**src/hw/aaf_params.svh**
```systemverilog
`ifndef AAF_PARAMS_SVH
`define AAF_PARAMS_SVH

// ==========================================
// word layout
`define AAF_RESULT_W       24
`define AAF_COUNT_W        16
`define AAF_WORD_W         40
// ==========================================
// averaging limits
`define AAF_N_W            17
`define AAF_MAX_N          17'h10000
`define AAF_MAX_SHIFT      5'h10
`define AAF_POS_FULL       24'h7fffff
`define AAF_NEG_FULL       24'h800000
// ==========================================
// serial clocks per conversion cycle for a full read
`define AAF_SCK_W          5
`define AAF_MIN_FULL_READ  5'h14
// ==========================================
// timing
`define AAF_CONV_TIME_NS   392
`define AAF_CLK_PERIOD_NS  8
`define AAF_CONV_CNT_W     8

`endif

```
**src/hw/aaf_pkg.sv**
```systemverilog
`include "aaf_params.svh"

package aaf_pkg;
	// ==========================================
	// types
	typedef enum logic {
		AAF_CONV_IDLE = 1'b0,
		AAF_CONV_BUSY = 1'b1
	} aaf_conv_e;

	typedef struct packed {
		logic [`AAF_RESULT_W-1:0] result;
		logic [`AAF_COUNT_W-1:0]  count;
	} aaf_word_s;
endpackage

```
**src/hw/aaf_sync.sv**
```systemverilog
`timescale 1ns/1ns

module aaf_sync #(
	parameter int W = 2
) (
	input  wire logic         clock,  // device clock
	input  wire logic         rst_n,  // sync reset, active low
	input  wire logic [W-1:0] d_in,   // asynchronous levels
	output logic      [W-1:0] q_out   // synchronised levels
);
	logic [W-1:0] meta_r;
	logic [W-1:0] meta_nxt;
	logic [W-1:0] q_r;
	logic [W-1:0] q_nxt;

	if (W < 1) begin : g_chk
		$error("aaf_sync: W must be at least one");
	end

	always_comb begin
		meta_nxt = d_in;
		q_nxt    = meta_r;
	end

	always_ff @(posedge clock) begin
		if (!rst_n) begin
			meta_r <= '0;
			q_r    <= '0;
		end else begin
			meta_r <= meta_nxt;
			q_r    <= q_nxt;
		end
	end

	assign q_out = q_r;
endmodule

```
**src/hw/aaf_filter.sv**
```systemverilog
`timescale 1ns/1ns
`include "aaf_params.svh"

// Functional notes
// - averages 1 to 65536 results, no configuration
// - result register holds latest 24-bit conversion
// - filter loads averages into output shift register
// - read every cycle gives single unaveraged result
// - 20 clocks per cycle give 20-bit result
// - accumulate until read; read restarts the average
// - non power of two divides by next power
// - 1 to 19 clocks per cycle preserve output
// - first clock rising edge starts read, resets filter
// - 0 or over 19 clocks end read, reload
// - average spans read start to next start
// - 16-bit count N minus one follows result
// - weight stops at 65536, output may saturate
// - conversion cannot restart, busy high throughout

module aaf_filter
	import aaf_pkg::*;
#(
	parameter int CONV_CYCLES = `AAF_CONV_TIME_NS / `AAF_CLK_PERIOD_NS
) (
	input  wire logic                     clock,          // 125 MHz
	input  wire logic                     rst_n,          // sync reset
	input  wire logic                     convert_start,  // pin
	input  wire logic                     sck,            // serial clock
	input  wire logic [`AAF_RESULT_W-1:0] core_result,    // core output
	output logic                          busy,           // converting
	output logic                          sdo             // serial data
);
	localparam int ACC_W    = `AAF_RESULT_W + `AAF_N_W + 1;
	localparam int CONV_DM1 = CONV_CYCLES - 1;
	// cycles of busy after its first two, up to and including its last cycle
	localparam int BUSY_GAP = CONV_CYCLES - 2;

	if (CONV_CYCLES < 2 || CONV_CYCLES > 255) begin : g_chk
		$error("aaf_filter: CONV_CYCLES out of range");
	end

	// ==========================================
	// weight shift: ceil(log2(n)), capped at the largest weight
	function automatic logic [4:0] aaf_weight_shift(
		input logic [`AAF_N_W-1:0] n
	);
		logic [4:0] s;
		s = 5'h0;
		for (int i = 0; i < `AAF_N_W - 1; i++) begin
			if ((`AAF_N_W'(1) << i) < n) begin
				s = 5'(i + 1);
			end
		end
		if (s > `AAF_MAX_SHIFT) begin
			s = `AAF_MAX_SHIFT;
		end
		return s;
	endfunction

	// ==========================================
	// pin synchronisers and edge detection
	logic [1:0] pins_s;
	logic       cs_prev_r;
	logic       cs_prev_nxt;
	logic       sck_prev_r;
	logic       sck_prev_nxt;
	logic       cs_rise;
	logic       sck_rise;

	aaf_sync #(
		.W(2)
	) u_sync (
		.clock(clock),
		.rst_n(rst_n),
		.d_in ({sck, convert_start}),
		.q_out(pins_s)
	);

	always_comb begin
		cs_prev_nxt  = pins_s[0];
		sck_prev_nxt = pins_s[1];
	end

	always_ff @(posedge clock) begin
		if (!rst_n) begin
			cs_prev_r  <= 1'b0;
			sck_prev_r <= 1'b0;
		end else begin
			cs_prev_r  <= cs_prev_nxt;
			sck_prev_r <= sck_prev_nxt;
		end
	end

	assign cs_rise  = pins_s[0] & ~cs_prev_r;
	assign sck_rise = pins_s[1] & ~sck_prev_r;

	// ==========================================
	// conversion timing
	aaf_conv_e                  conv_r;
	aaf_conv_e                  conv_nxt;
	logic [`AAF_CONV_CNT_W-1:0] cnt_r;
	logic [`AAF_CONV_CNT_W-1:0] cnt_nxt;
	logic                       done;

	always_comb begin
		conv_nxt = conv_r;
		cnt_nxt  = cnt_r;
		done     = 1'b0;
		case (conv_r)
			AAF_CONV_IDLE: begin
				if (cs_rise) begin
					conv_nxt = AAF_CONV_BUSY;
					cnt_nxt  = `AAF_CONV_CNT_W'(CONV_DM1);
				end
			end
			AAF_CONV_BUSY: begin
				// edges on convert_start are ignored here
				if (cnt_r == '0) begin
					conv_nxt = AAF_CONV_IDLE;
					done     = 1'b1;
				end else begin
					cnt_nxt = cnt_r - 1'b1;
				end
			end
			default: conv_nxt = AAF_CONV_IDLE;
		endcase
	end

	always_ff @(posedge clock) begin
		if (!rst_n) begin
			conv_r <= AAF_CONV_IDLE;
			cnt_r  <= '0;
		end else begin
			conv_r <= conv_nxt;
			cnt_r  <= cnt_nxt;
		end
	end

	assign busy = conv_r;

	// ==========================================
	// filter, read tracking and output register
	logic        [`AAF_RESULT_W-1:0] result_r;
	logic        [`AAF_RESULT_W-1:0] result_nxt;
	logic signed [ACC_W-1:0]         acc_r;
	logic signed [ACC_W-1:0]         acc_nxt;
	logic        [`AAF_N_W-1:0]      n_r;
	logic        [`AAF_N_W-1:0]      n_nxt;
	logic        [`AAF_SCK_W-1:0]    sck_cnt_r;
	logic        [`AAF_SCK_W-1:0]    sck_cnt_nxt;
	logic                            reading_r;
	logic                            reading_nxt;
	aaf_word_s                       io_r;
	aaf_word_s                       io_nxt;
	logic signed [ACC_W-1:0]         sum;
	logic signed [ACC_W-1:0]         avg;
	logic        [`AAF_N_W-1:0]      n_inc;
	aaf_word_s                       load_word;
	logic                            reload;
	logic                            read_start;

	localparam logic signed [ACC_W-1:0] POS_FS =
		{{(ACC_W-`AAF_RESULT_W){1'b0}}, `AAF_POS_FULL};
	localparam logic signed [ACC_W-1:0] NEG_FS =
		{{(ACC_W-`AAF_RESULT_W){1'b1}}, `AAF_NEG_FULL};

	always_comb begin
		sum = acc_r + {{(ACC_W-`AAF_RESULT_W){core_result[`AAF_RESULT_W-1]}},
			core_result};
		// n holds at the cap while the sum keeps growing
		n_inc = (n_r == `AAF_MAX_N) ? n_r : n_r + 1'b1;
		avg   = sum >>> aaf_weight_shift(n_inc);
		if (avg > POS_FS) begin
			load_word.result = `AAF_POS_FULL;
		end else if (avg < NEG_FS) begin
			load_word.result = `AAF_NEG_FULL;
		end else begin
			load_word.result = avg[`AAF_RESULT_W-1:0];
		end
		// n_inc never exceeds 65536, so n-1 fits in 16 bits
		load_word.count = n_inc[`AAF_COUNT_W-1:0] - 1'b1;

		// 0 or 20+ edges end the read; 1..19 preserve
		reload     = done && (sck_cnt_r == '0 ||
			sck_cnt_r >= `AAF_MIN_FULL_READ);
		// an edge landing on a reload opens the next read at once
		read_start = sck_rise && (!reading_r || reload);

		result_nxt  = result_r;
		acc_nxt     = acc_r;
		n_nxt       = n_r;
		sck_cnt_nxt = sck_cnt_r;
		reading_nxt = reading_r;
		io_nxt      = io_r;

		if (done) begin
			result_nxt  = core_result;
			acc_nxt     = sum;
			n_nxt       = n_inc;
			sck_cnt_nxt = sck_rise ? `AAF_SCK_W'(1) : '0;
			if (reload) begin
				reading_nxt = 1'b0;
			end
		end else if (sck_rise && sck_cnt_r < `AAF_MIN_FULL_READ) begin
			sck_cnt_nxt = sck_cnt_r + 1'b1;
		end

		// a new average starts with the next conversion
		if (read_start) begin
			acc_nxt     = '0;
			n_nxt       = '0;
			reading_nxt = 1'b1;
		end

		if (reload) begin
			io_nxt = load_word;
		end else if (sck_rise) begin
			io_nxt = {io_r[`AAF_WORD_W-2:0], 1'b0};
		end
	end

	always_ff @(posedge clock) begin
		if (!rst_n) begin
			result_r  <= '0;
			acc_r     <= '0;
			n_r       <= '0;
			sck_cnt_r <= '0;
			reading_r <= 1'b0;
			io_r      <= '0;
		end else begin
			result_r  <= result_nxt;
			acc_r     <= acc_nxt;
			n_r       <= n_nxt;
			sck_cnt_r <= sck_cnt_nxt;
			reading_r <= reading_nxt;
			io_r      <= io_nxt;
		end
	end

	assign sdo = io_r[`AAF_WORD_W-1];
endmodule

```
**config.mk**
```make
export PLATFORM = sky130hd
export DESIGN_NAME = aaf_filter
export DESIGN_NICKNAME = d
export VERILOG_FILES = /design/src/hw/aaf_pkg.sv /design/src/hw/aaf_sync.sv /design/src/hw/aaf_filter.sv
export VERILOG_INCLUDE_DIRS = /design/src /design/src/hw
export SDC_FILE = /design/constraint.sdc
export NUM_CORES = 1
export LEC_CHECK = 0
export ABC_AREA = 1
export BUFFER_PORTS_ARGS = -buffer_cell sky130_fd_sc_hd__buf_2
export CAP_MARGIN = 20
export CORE_MARGIN = 10
export CORE_UTILIZATION = 45
export DETAILED_ROUTE_END_ITERATION = 8
export GPL_TIMING_DRIVEN = 0
export MAX_ROUTING_LAYER = met4
export PLACE_DENSITY = 0.58
export RECOVER_POWER = 50
export SLEW_MARGIN = 25
export SYNTH_ARGS = -nofsm -noshare
export SYNTH_HDL_FRONTEND = slang
export SYNTH_HIERARCHICAL = 1
export SYNTH_SLANG_ARGS = --single-unit
```
**constraint.sdc**
```tcl
create_clock -name clock -period 7.5 [get_ports clock]
set_input_delay 1.125 -clock clock [delete_from_list [all_inputs] [get_ports clock]]
set_output_delay 1.125 -clock clock [all_outputs]
set_load 0.05 [all_outputs]
```
==> summary.md, run 1 <==
| Metric | Value |
|---|---|
| Average detailed-routed wire length per instance | `16.24 µm` |
| Number of buffers between clock root and the deepest sink | `2` |
| Overall fraction of global-route tracks in use | `0.2419` |
| Hold Vio Cnt, Final | `0` |
| CP max FO | `10` |
| Cell with the largest stage delay on the worst path | `fa_1` |
| Primary flip-flop cell chosen by synthesis mapping | `dfxtp_1` |
| Commonest non-fill, non-tap cell in the layout | `nand2_1` |
| Maximum number of pins on one net before global-route repair | `20` |
| TritonCTS Buffers | `17` |
| Half-perimeter wire length of the detailed placement result | `between 20000 and 30000 µm` |
| Mean cell area of the mapped netlist | `6.011 µm²` |
| Clock period minus worst slack | `5.649 ns` |
| Violation count after the first detailed-routing iteration | `between 1000 and 1500` |
| Count of endpoints failing setup in the final report | `0` |
| Number of pins exceeding their max-slew limit in the final report | `0` |
| Setup slack on the worst flop-to-flop path | `between 2 and 2.5 ns` |
| Instance count along the most critical hold path | `2` |
| Cell taking the most area after synthesis | `dfxtp_1` |
| Core area | `24250 µm²` |
| Cell area power density | `357.9 nW/µm²` |
| Antenna violations before repair | `0` |
| Fraction of synthesis flops using an asynchronous set or reset pin | `0` |
| Htree depth | `4` |
| Nets in the synthesized netlist | `roughly 1900` |
| GP Congestion | `just under 1` |
| Area growth from synthesis to final layout | `10.10%` |
| DRC viols | `0` |
| FF-to-FF Start | `n_r[0]` |
| Min-delay worst type | `reg -> reg` |
| Detail-routed via count per cell | `~5.5` |
| Skew-Pair Late Insertion Delay | `roughly 0.44 ns` |
| Post-synthesis sequential area ratio | `0.2170` |
| First-pass GRT wire length | `about 60000 µm` |
| Number of setup buffers added after CTS | `0` |
| Number of flops mapped to enable cells by yosys | `0` |
| Least-Margin Pin Slew | `1.473 ns` |
| WS Path Type | `in -> reg` |
| Slew margin rel. | `0.009158` |
| Status | `finished with violations` |
| GR Overflow Total | `0` |
| Clk sink count | `between 100 and 150` |
| Share of the clock period used by the worst path after layout | `0.7532` |
| Setup repair after global routing missed its margin | `false` |
| Peak supply drop | `0.1831 mV` |
| Proportion of netlist area held by the largest area contributor | `0.2170` |
| Via count of the first global-routing pass | `about 12000` |
| Arr. time, crit path | `just under 6 ns` |
| Summed instance area of the synthesized netlist | `~11000 µm²` |
| Die height | `about 180 µm` |
| Die span in x | `~180 µm` |
| Fill cell instance count of the final layout | `2649` |
| Initial Utilization | `0.4566` |
| Root buffer selected by CTS | `clkbuf_16` |
| Setup crit end kind | `flop` |
| Number of hold buffers added after CTS | `0` |
| Final Instance Count excl. Fillers | `about 2200` |
| Core Rows | `57` |
| Number of gates resized after CTS | `0` |
| Depth of the worst register-to-register path | `26` |
| CTS tree | `yes` |
| Diode insertion count for antenna repair | `0` |
| Fraction of final layout cells with drive strength greater than 1 | `0.09879` |
| Post-layout total power | `about 4.4 mW` |
| Total instance count after detailed placement | `about 2200` |
| # IOs | `30` |
| Violated checks | `capacitance limit` |
| Length of the first detailed-routing pass in iterations | `5` |
| Register bit count reported by yosys | `120` |
| Gate count of the mapped netlist | `around 1800` |
| Launching element type of the critical path | `primary input` |
| Total via count after detailed routing | `12230` |
| Number of port buffers | `29` |
| Setup skew after layout | `roughly 0.017 ns` |
| Leakage dissipation | `between 5 and 6 nW` |
| Count of yosys warnings during synthesis | `6` |
| Max Freq | `~180 MHz` |
| Distinct cell type count after synthesis | `57` |
| Max_cap viols | `1` |
| Required time of the critical path | `7.80 ns` |
| Remaining number of nets flagged by the antenna check after routing | `0` |
| CP peak stage delay | `~0.5 ns` |
| Post-detailed-routing wire length | `roughly 36000 µm` |
| Destination of the worst hold path | `u_sync/q_out[1]` |
| Clock-pin slew reported for the worst setup and hold paths after clock tree synthesis | `0.06 ns` |
| R2R Path End | `io_r[23]` |
| Number of nets at the end of the flow | `about 2000` |
| Overall die area | `about 31000 µm²` |
| Commonest cells after routing, fill and taps aside | `470 x nand2_1, 185 x nand3_1, 181 x inv_1` |
| Top area cells in the synthesized netlist | `dfxtp_1 22%, nand2_1 16%, nand3_1 8.4%` |
| Hold Path Origin | `u_sync/meta_r[1]` |
| Setup TNS | `0 ns` |
[synthesized netlist by cell type (all sizes together), types with 2 or more instances]
cell and number:
nand2 497, inv 193, nand3 192, nor2 181, o21ai 163, a21oi 159
dfxtp 120, clkbuf 47, ha 47, buf 37, o211ai 36, xor2 29
or2 22, xnor2 18, a31oi 16, nand4 14, nor3 10, o221ai 7
o21a 6, o22ai 6, nor4 5, a211oi 4, mux2i 4, clkinv 3
o21bai 3, a21o 2, a221oi 2, nand3b 2, o2111ai 2, o221a 2
o311ai 2, o31ai 2
[critical path: cells and delay by family]
family | cells | cell delay, ns
AO/OA/AOI/OAI | 7 | 1.40
XOR/XNOR | 1 | 0.34
adder cells (fa/ha/maj) | 2 | 0.73
buffers and inverters | 4 | 0.46
AND/OR/NAND/NOR | 17 | 1.92
[state kept, by name (all words and copies together) (netlist names)]
signal         count
acc_r             42
sck_cnt_r          5
busy               1
cs_prev_r          1
io_r              39
sdo                1
cnt_r              8
u_sync/meta_r      2
sck_prev_r         1
n_r               17
u_sync/q_out       2
reading_r          1
[layout make-up]
cell class                 count  area, µm²  share of cell area
multi-input combinational   1442       7527              0.6175
sequential                   120       2402              0.1971
inverter                     196      735.7             0.06035
clock buffer                  17      425.4             0.03490
buffer                        84      414.1             0.03397
tap                          324      405.4             0.03325
timing repair buffer          29      141.4             0.01160
clock inverter                15      138.9             0.01139
[metrics by stage]
stage / instance area (µm²) / hold WS, ns / setup WS, ns / util
finish: 12190 / 0.4137 / 1.851 / 0.5027
global route: 12190 / 0.4477 / 1.267 / 0.5027
floorplan: 11070 / 0.3900 / 2.704 / -
detailed placement: 11640 / 0.4061 / 1.420 / 0.4799
CTS: 12200 / 0.4210 / 1.870 / 0.5031
global placement: 11620 / 0.4044 / 1.169 / 0.4793
[how the worst max path moves through the flow]
stage,cells after the start,from,end,slack [ns]
6_report,31,core_result[0],io_r[38],1.85
5_1_grt,31,core_result[0],io_r[38],1.27
2_1_floorplan,30,core_result[0],io_r[22],2.70
3_3_place_gp,27,core_result[2],io_r[38],1.17
3_5_place_dp,31,core_result[0],io_r[38],1.42
4_1_cts,31,core_result[0],io_r[38],1.87
[logic make-up (layout without fill, tap and decap cells)]
logic type | after synthesis | in the layout | synth area share
xor+xnor | 47 | 47 | 0.03786
fa+ha+maj | 48 | 48 | 0.05492
mux | 4 | 4 | 0.003616
simple gates | 927 | 927 | 0.3686
flops | 120 | 120 | 0.2170
compound gates | 416 | 416 | 0.2141
buf+inv | 280 | 341 | 0.1039
[metal layers]
metal / global-route usage / vias to the layer above / wire length [µm]
met1: 0.3387 / 5618 / 18140
li1: - / 6214 / -
met5: - / - / 0
met4: 0.06025 / 0 / 526
met2: 0.3559 / 353 / 15390
met3: 0.03691 / 43 / 2114
[where the power goes]
group	internal, mW	total (mW)	switching (mW)
sequential	0.676	0.700	0.0248
clock	0.463	0.829	0.367
combinational	0.884	2.83	1.95
Power figures use the tool's default switching activity.
==> run 2, diff against run 1 <==
==> constraint.sdc (replaced) <==
create_clock -name clock -period 5.9 [get_ports clock]
set_input_delay 0.885 -clock clock [delete_from_list [all_inputs] [get_ports clock]]
set_output_delay 0.885 -clock clock [all_outputs]
set_load 0.05 [all_outputs]
==> run 2 against run 1 <==
The run now ends clean. Critical path type is now reg -> reg. Final cell count unchanged. Power increased by 27%. Highest routed layer unchanged. Largest power group unchanged. Largest cell class unchanged. Critical path depth decreased by 7. First-iteration DRC count decreased by 3.4%. Flip-flop and latch count unchanged. Design area about the same.
==> summary.md, run 2 (synthesis gave the netlist of run 1 again) <==
| Metric | Value |
|---|---|
| Status | `finished clean` |
| Setup repair after global routing missed its margin | `false` |
| Root buffer selected by CTS | `clkbuf_16` |
| CP max FO | `10 (unchanged)` |
| Share of the clock period used by the worst path after layout | `0.9021` |
| Detail-routed via count per cell | `5.468 (-0.41%)` |
| R2R Path End | `io_r[31]` |
| Via count of the first global-routing pass | `11520 (unchanged)` |
| Htree depth | `4 (unchanged)` |
| Average detailed-routed wire length per instance | `16.26 µm (+0.11%)` |
| Min-delay worst type | `reg -> reg` |
| Length of the first detailed-routing pass in iterations | `6 (+1)` |
| Number of nets at the end of the flow | `1966 (unchanged)` |
| Detailed route wirelength on metal2 | `15390 µm (about the same)` |
| Setup crit end kind | `flop` |
| Required time of the critical path | `6.27 ns (-1.53 ns)` |
| Cell type with the highest occurrence count on the critical path | `nand2_1` |
| Least-Margin Pin Slew | `1.455 ns (-0.01806 ns)` |
| Antenna violations before repair | `0 (unchanged)` |
| Cell with the largest stage delay on the worst path | `dfxtp_1` |
| Cell area power density | `455.1 nW/µm² (+27%)` |
| Die span in x | `176.9 µm (unchanged)` |
| Maximum number of pins on one net before global-route repair | `20 (unchanged)` |
| Largest register by flop count | `acc_r` |
| Post-layout total power | `5.550 mW (+27%)` |
| Max reg flops | `42 (unchanged)` |
| FF-to-FF Start | `n_r[0]` |
| CTS tree | `yes` |
| Clk sink count | `120 (unchanged)` |
| Number of pins exceeding their max-slew limit in the final report | `0 (unchanged)` |
| GP Congestion | `0.9715 (unchanged)` |
| Post-placement setup slack | `0.06024 ns (-1.360 ns)` |
| Core Rows | `57 (unchanged)` |
| Initial Utilization | `0.4566 (unchanged)` |
| CP peak stage delay | `0.47 ns (-0.04 ns)` |
| Overall die area | `31280 µm² (unchanged)` |
| Post-detailed-placement cell area | `11640 µm² (unchanged)` |
| Setup skew after layout | `0.02001 ns (+0.002540 ns)` |
| Highest routing layer actually used | `met4` |
| # IOs | `30 (unchanged)` |
| Peak supply drop | `0.2325 mV (+27%)` |
| Number of port buffers | `29 (unchanged)` |
| Commonest cells after routing, fill and taps aside | `470 x nand2_1, 185 x nand3_1, 181 x inv_1` |
| DRC viols | `0 (unchanged)` |
| Critical Path, Cell by Cell | `ha_1 -> nand2_1 -> nor2_2 -> xor2_2 -> nor2_1 -> nand4_1 -> nor2_1 -> o21ai_2 -> inv_2 -> buf_4 -> nand3_1 -> a21oi_2 -> inv_1 -> clkbuf_1 -> buf_1 -> clkbuf_1 -> nand2_1 -> o21ai_0 -> o21ai_0 -> a21oi_1 -> nand2_1 -> nand3_1 -> nand2_1 -> a21oi_1` |
| Destination of the worst hold path | `u_sync/q_out[1]` |
| Commonest non-fill, non-tap cell in the layout | `nand2_1` |
| First-pass GRT wire length | `59790 µm (unchanged)` |
| Half-perimeter wire length of the detailed placement result | `28770 µm (unchanged)` |
| Violation count after the first detailed-routing iteration | `1036 (-3.4%)` |
| Fraction of final layout cells with drive strength greater than 1 | `0.09932 (+0.0005255)` |
| Max_cap viols | `0 (-1)` |
| WS Path Type | `reg -> reg` |
| Instance count along the most critical hold path | `2 (unchanged)` |
| Final Instance Count excl. Fillers | `2227 (unchanged)` |
| Remaining number of nets flagged by the antenna check after routing | `0 (unchanged)` |
| Routed length on met3 | `1962 µm (-7.2%)` |
| Max Freq | `~190 MHz` |
| Post-detailed-routing wire length | `36210 µm (+0.11%)` |
| Core area | `24250 µm² (unchanged)` |
| Total instance count after detailed placement | `2195 (unchanged)` |
| Diode insertion count for antenna repair | `0 (unchanged)` |
| TritonCTS Buffers | `17 (unchanged)` |
| Slew margin rel. | `0.02131 (+0.01215)` |
| Clock period minus worst slack | `5.323 ns` |
| Core Util, Final | `0.5029 (about the same)` |
| Area growth from synthesis to final layout | `10.14% (about the same)` |
| GR Overflow Total | `0 (unchanged)` |
| Launching element type of the critical path | `flop` |
| Depth of the worst register-to-register path | `24 (-7.7%)` |
| Total via count after detailed routing | `12180 (-0.41%)` |
| Hold Vio Cnt, Final | `0 (unchanged)` |
| Setup slack on the worst flop-to-flop path | `0.58 ns (-1.58 ns)` |
| Number of buffers between clock root and the deepest sink | `2 (unchanged)` |
| Skew-Pair Late Insertion Delay | `0.44 ns (about the same)` |
| Setup ws final | `0.5775 ns (-1.274 ns)` |
| Final standard cell area without fillers | `12190 µm² (about the same)` |
| Leakage dissipation | `5.768 nW (about the same)` |
| Fill cell instance count of the final layout | `2649 (unchanged)` |
| M1 WL | `18320 µm (+0.99%)` |
| Die height | `176.9 µm (unchanged)` |
| Count of endpoints failing setup in the final report | `0 (unchanged)` |
| Arr. time, crit path | `5.70 ns (-0.25 ns)` |
| Overall fraction of global-route tracks in use | `0.2419 (unchanged)` |
| Largest registers ranked by flip-flop count | `acc_r x42, io_r x39, n_r x17` |
| Clock-pin slew reported for the worst setup and hold paths after clock tree synthesis | `0.07 ns (about the same)` |
| Hold Path Origin | `u_sync/meta_r[1]` |
run 2: how the worst max path moves through the flow:
stage | from | to | slack (ns)
2_1_floorplan | core_result[0] | io_r[22] | 1.34
3_3_place_gp | core_result[2] | io_r[38] | -0.19
3_5_place_dp | core_result[0] | io_r[38] | 0.06
4_1_cts | core_result[0] | io_r[38] | 0.51
5_1_grt | core_result[0] | io_r[38] | 0.06
6_report | n_r[0] | io_r[31] | 0.58
run 2: through the flow:
| step | TNS, ns | hold WS (ns) |
|---|---|---|
| 2_1_floorplan | 0 | 0.3900 |
| 3_3_place_gp | -2.734 | 0.4044 |
| 3_5_place_dp | 0 | 0.4061 |
| 4_1_cts | 0 | 0.4210 |
| 5_1_grt | 0 | 0.4477 |
| 6_report | 0 | 0.4137 |
run 2: layout make-up:
cell class / count / area (µm²) / share of cell area
flip-flops and latches: 120 / 2402 / 0.1970
repair buffers: 29 / 141.4 / 0.01159
multi-input cells: 1442 / 7531 / 0.6176
well taps: 324 / 405.4 / 0.03324
plain buffers: 84 / 414.1 / 0.03396
clock inverters: 15 / 138.9 / 0.01139
clock buffers: 17 / 425.4 / 0.03489
inverters: 196 / 735.7 / 0.06033
run 2: worst max-delay path, delay by kind of cell, from the launching register on:
kind / cells / cell delay, ns
AO/OA/AOI/OAI: 6 / 1.31
XOR/XNOR: 1 / 0.41
adder cells (fa/ha/maj): 1 / 0.31
buffers and inverters: 6 / 1.69
flip-flops: 1 / 0.47
AND/OR/NAND/NOR: 10 / 1.04
run 2: per-layer routing:
metal,global-route usage,vias up
met2,0.3559,317
li1,-,6207
met4,0.06025,0
met3,0.03691,43
met1,0.3387,5611
met5,-,-
run 2: repair_timing:
item                                    in CTS  in global routing
endpoints found under the hold margin        0                  0
endpoints found under the setup margin       0                 20
gates resized for setup                      0                  1
hold buffers                                 0                  0
setup buffers                                0                  0
run 2: report_power, final:
part / internal (mW) / switching [mW]
registers: 0.859 / 0.0315
logic: 1.12 / 2.48
clock network: 0.588 / 0.469
total: 2.57 / 2.98
==> run 3, diff against run 2 <==
--- a/config.mk
+++ b/config.mk
@@ -8,8 +8,7 @@
 export LEC_CHECK = 0
 export ABC_AREA = 1
 export BUFFER_PORTS_ARGS = -buffer_cell sky130_fd_sc_hd__buf_2
-export CAP_MARGIN = 20
-export CORE_MARGIN = 10
+export CORE_MARGIN = 1
 export CORE_UTILIZATION = 45
 export DETAILED_ROUTE_END_ITERATION = 8
 export GPL_TIMING_DRIVEN = 0
==> constraint.sdc (replaced) <==
create_clock -name clock -period 5.9 [get_ports clock]
set_input_delay 0.885 -clock clock [delete_from_list [all_inputs] [get_ports clock]]
set_output_delay 0.885 -clock clock [all_outputs]
set_load 0.1 [all_outputs]
==> run 3 against run 2 <==
The flow now finishes with violations (capacitance limit). Sequential power about the same. Maximum frequency fell by 1.2%. Clock power fell by 5%.
==> summary.md, run 3 (synthesis gave the netlist of run 1 again) <==
| Metric | Value |
|---|---|
| Via count of the first global-routing pass | `11330 (-1.7%)` |
| GR Overflow Total | `0 (unchanged)` |
| Max_cap viols | `1 (+1)` |
| Setup repair after global routing missed its margin | `false` |
| Launching element type of the critical path | `primary input` |
| Die height | `158.9 µm (-10%)` |
| First-pass GRT wire length | `58670 µm (-1.9%)` |
| Max reg flops | `42 (unchanged)` |
| Clock-pin slew reported for the worst setup and hold paths after clock tree synthesis | `0.06 ns (about the same)` |
| Setup skew after layout | `0.01298 ns (-0.007026 ns)` |
| R2R Path End | `io_r[31]` |
| Number of port buffers | `29 (unchanged)` |
| Initial Utilization | `0.4566 (unchanged)` |
| Die span in x | `158.9 µm (-10%)` |
| Setup slack on the worst flop-to-flop path | `0.72 ns (+0.14 ns)` |
| Share of the clock period used by the worst path after layout | `0.9132 (+0.01105)` |
| Root buffer selected by CTS | `clkbuf_16` |
| Detail-routed via count per cell | `5.473 (about the same)` |
| Number of nets at the end of the flow | `1966 (unchanged)` |
| Hold Path Origin | `u_sync/meta_r[1]` |
| Commonest non-fill, non-tap cell in the layout | `nand2_1` |
| WS Path Type | `in -> reg` |
| DRC viols | `0 (unchanged)` |
| Htree depth | `4 (unchanged)` |
| Skew-Pair Late Insertion Delay | `0.43 ns (about the same)` |
| Clk sink count | `120 (unchanged)` |
| CTS tree | `yes` |
| Core area | `24250 µm² (unchanged)` |
| FF-to-FF Start | `n_r[0]` |
| Cell type with the highest occurrence count on the critical path | `nand3_1` |
| Largest register by flop count | `acc_r` |
| Number of hold buffers added after CTS | `0 (unchanged)` |
| # IOs | `30 (unchanged)` |
| Number of buffers between clock root and the deepest sink | `2 (unchanged)` |
| Area growth from synthesis to final layout | `9.956%` |
| Min-delay worst type | `reg -> reg` |
| Number of pins exceeding their max-slew limit in the final report | `0 (unchanged)` |
| Fraction of final layout cells with drive strength greater than 1 | `0.09879 (-0.0005255)` |
| Hold Vio Cnt, Final | `0 (unchanged)` |
| Max Freq | `185.6 MHz (-1.2%)` |
| Count of endpoints failing setup in the final report | `0 (unchanged)` |
| Diode insertion count for antenna repair | `0 (unchanged)` |
| Source of the critical timing path | `core_result[2]` |
| Violated checks | `capacitance limit` |
| Slew margin rel. | `0.02069 (-0.0006236)` |
| Clock period minus worst slack | `5.388 ns (+0.06519 ns)` |
| Least-Margin Pin Slew | `1.456 ns (+0.0009268 ns)` |
| TritonCTS Buffers | `17 (unchanged)` |
| Post-detailed-routing wire length | `35850 µm (-1.0%)` |
| Cell with the largest stage delay on the worst path | `xor2_2` |
| Cell area power density | `452.8 nW/µm² (-0.51%)` |
| Largest registers ranked by flip-flop count | `acc_r x42, io_r x39, n_r x17` |
| Length of the first detailed-routing pass in iterations | `5 (-1)` |
| Peak supply drop | `0.2495 mV (+7.3%)` |
| Status | `finished with violations` |
| Core Rows | `57 (unchanged)` |
| Overall fraction of global-route tracks in use | `0.2952 (+0.05330)` |
| Buf/Inv on CP | `3 (-3)` |
| CP max FO | `10 (unchanged)` |
| Violation count after the first detailed-routing iteration | `979 (-5.5%)` |
| Maximum number of pins on one net before global-route repair | `20 (unchanged)` |
| GP Congestion | `0.9536 (-1.8%)` |
| Leakage dissipation | `5.762 nW (-0.12%)` |
| Required time of the critical path | `6.20 ns (-0.07 ns)` |
| Commonest cells after routing, fill and taps aside | `470 x nand2_1, 185 x nand3_1, 181 x inv_1` |
| Depth of the worst register-to-register path | `25 (+4.2%)` |
| Arr. time, crit path | `5.68 ns (-0.02 ns)` |
| Instance count along the most critical hold path | `2 (unchanged)` |
| Destination of the worst hold path | `u_sync/q_out[1]` |
| Total via count after detailed routing | `12190 (+0.090%)` |
| Crit path max-delay family | `simple AND/OR/NAND/NOR gates` |
| Overall die area | `25230 µm² (-19%)` |
| CP peak stage delay | `0.63 ns (+0.16 ns)` |
| Antenna violations before repair | `0 (unchanged)` |
| Setup crit end kind | `flop` |
| Half-perimeter wire length of the detailed placement result | `28360 µm (-1.4%)` |
| Post-layout total power | `5.513 mW (-0.68%)` |
| Remaining number of nets flagged by the antenna check after routing | `0 (unchanged)` |
| Core Util, Final | `0.5021 (-0.0008260)` |
| Average detailed-routed wire length per instance | `16.10 µm (-1.0%)` |
-- run 3: cell count changes in the layout (fill, tap and decap cells not counted) --
cell        before  now
clkbuf_1        50   51
inv_6            8    4
inv_8            0    2
clkinv_4         1    4
bufinv_16        1    0
clkinvlp_4       2    1
-- run 3: per-stage QoR --
stage	area, µm²	std cells	worst slack, ns	hold slack [ns]	TNS [ns]
final	12170	2227	0.5123	0.4140	0
after global routing	12170	2227	0.09823	0.4390	0
after CTS	12180	2227	0.4902	0.4158	0
after detailed placement	11640	2195	0.04009	0.4018	0
after global placement	11620	2195	-0.1949	0.4058	-2.526
after floorplan	11070	1842	1.344	0.3900	0
-- run 3: what timing repair did --
action	CTS	global route
endpoints found under the setup margin	0	3
buffers inserted	0	0
hold endpoints to repair	0	0
resized for setup	0	1
-- run 3: per-layer routing --
layer,vias up,share of wire,track usage
met1,5603,0.49,0.4110
met3,41,0.060,0.04807
li1,6221,-,-
met2,324,0.43,0.4452
met4,0,0.014,0.06556
met5,-,0,-
-- run 3: report_power, final --
| part | internal, mW | leakage [nW] | switching (mW) |
|---|---|---|---|
| Combinational | 1.12 | 4.52 | 2.49 |
| Sequential | 0.859 | 0.975 | 0.0313 |
| Clock | 0.548 | 0.269 | 0.462 |
| Total | 2.53 | 5.76 | 2.98 |
-- run 3: tightest hold or removal path, stage by stage, from the launching register on --
cell and delay (ns):
dfxtp_1 0.30, nand2_1 0.05, inv_1 0.04
-- run 3: how the worst max path moves through the flow --
stage | to | slack (ns) | depth (start not counted)
6_report | io_r[38] | 0.51 | 27
5_1_grt | io_r[38] | 0.1 | 31
4_1_cts | io_r[38] | 0.49 | 31
3_5_place_dp | io_r[38] | 0.04 | 31
3_3_place_gp | io_r[38] | -0.19 | 27
2_1_floorplan | io_r[22] | 1.34 | 30
-- run 3: layout make-up --
class / count / area [µm²]
flip-flops and latches: 120 / 2402
plain buffers: 84 / 414.1
repair buffers: 29 / 141.4
clock inverters: 14 / 115.1
fillers: 2672 / 12070
inverters: 196 / 735.7
well taps: 324 / 405.4
clock buffers: 18 / 429.2
multi-input cells: 1442 / 7531
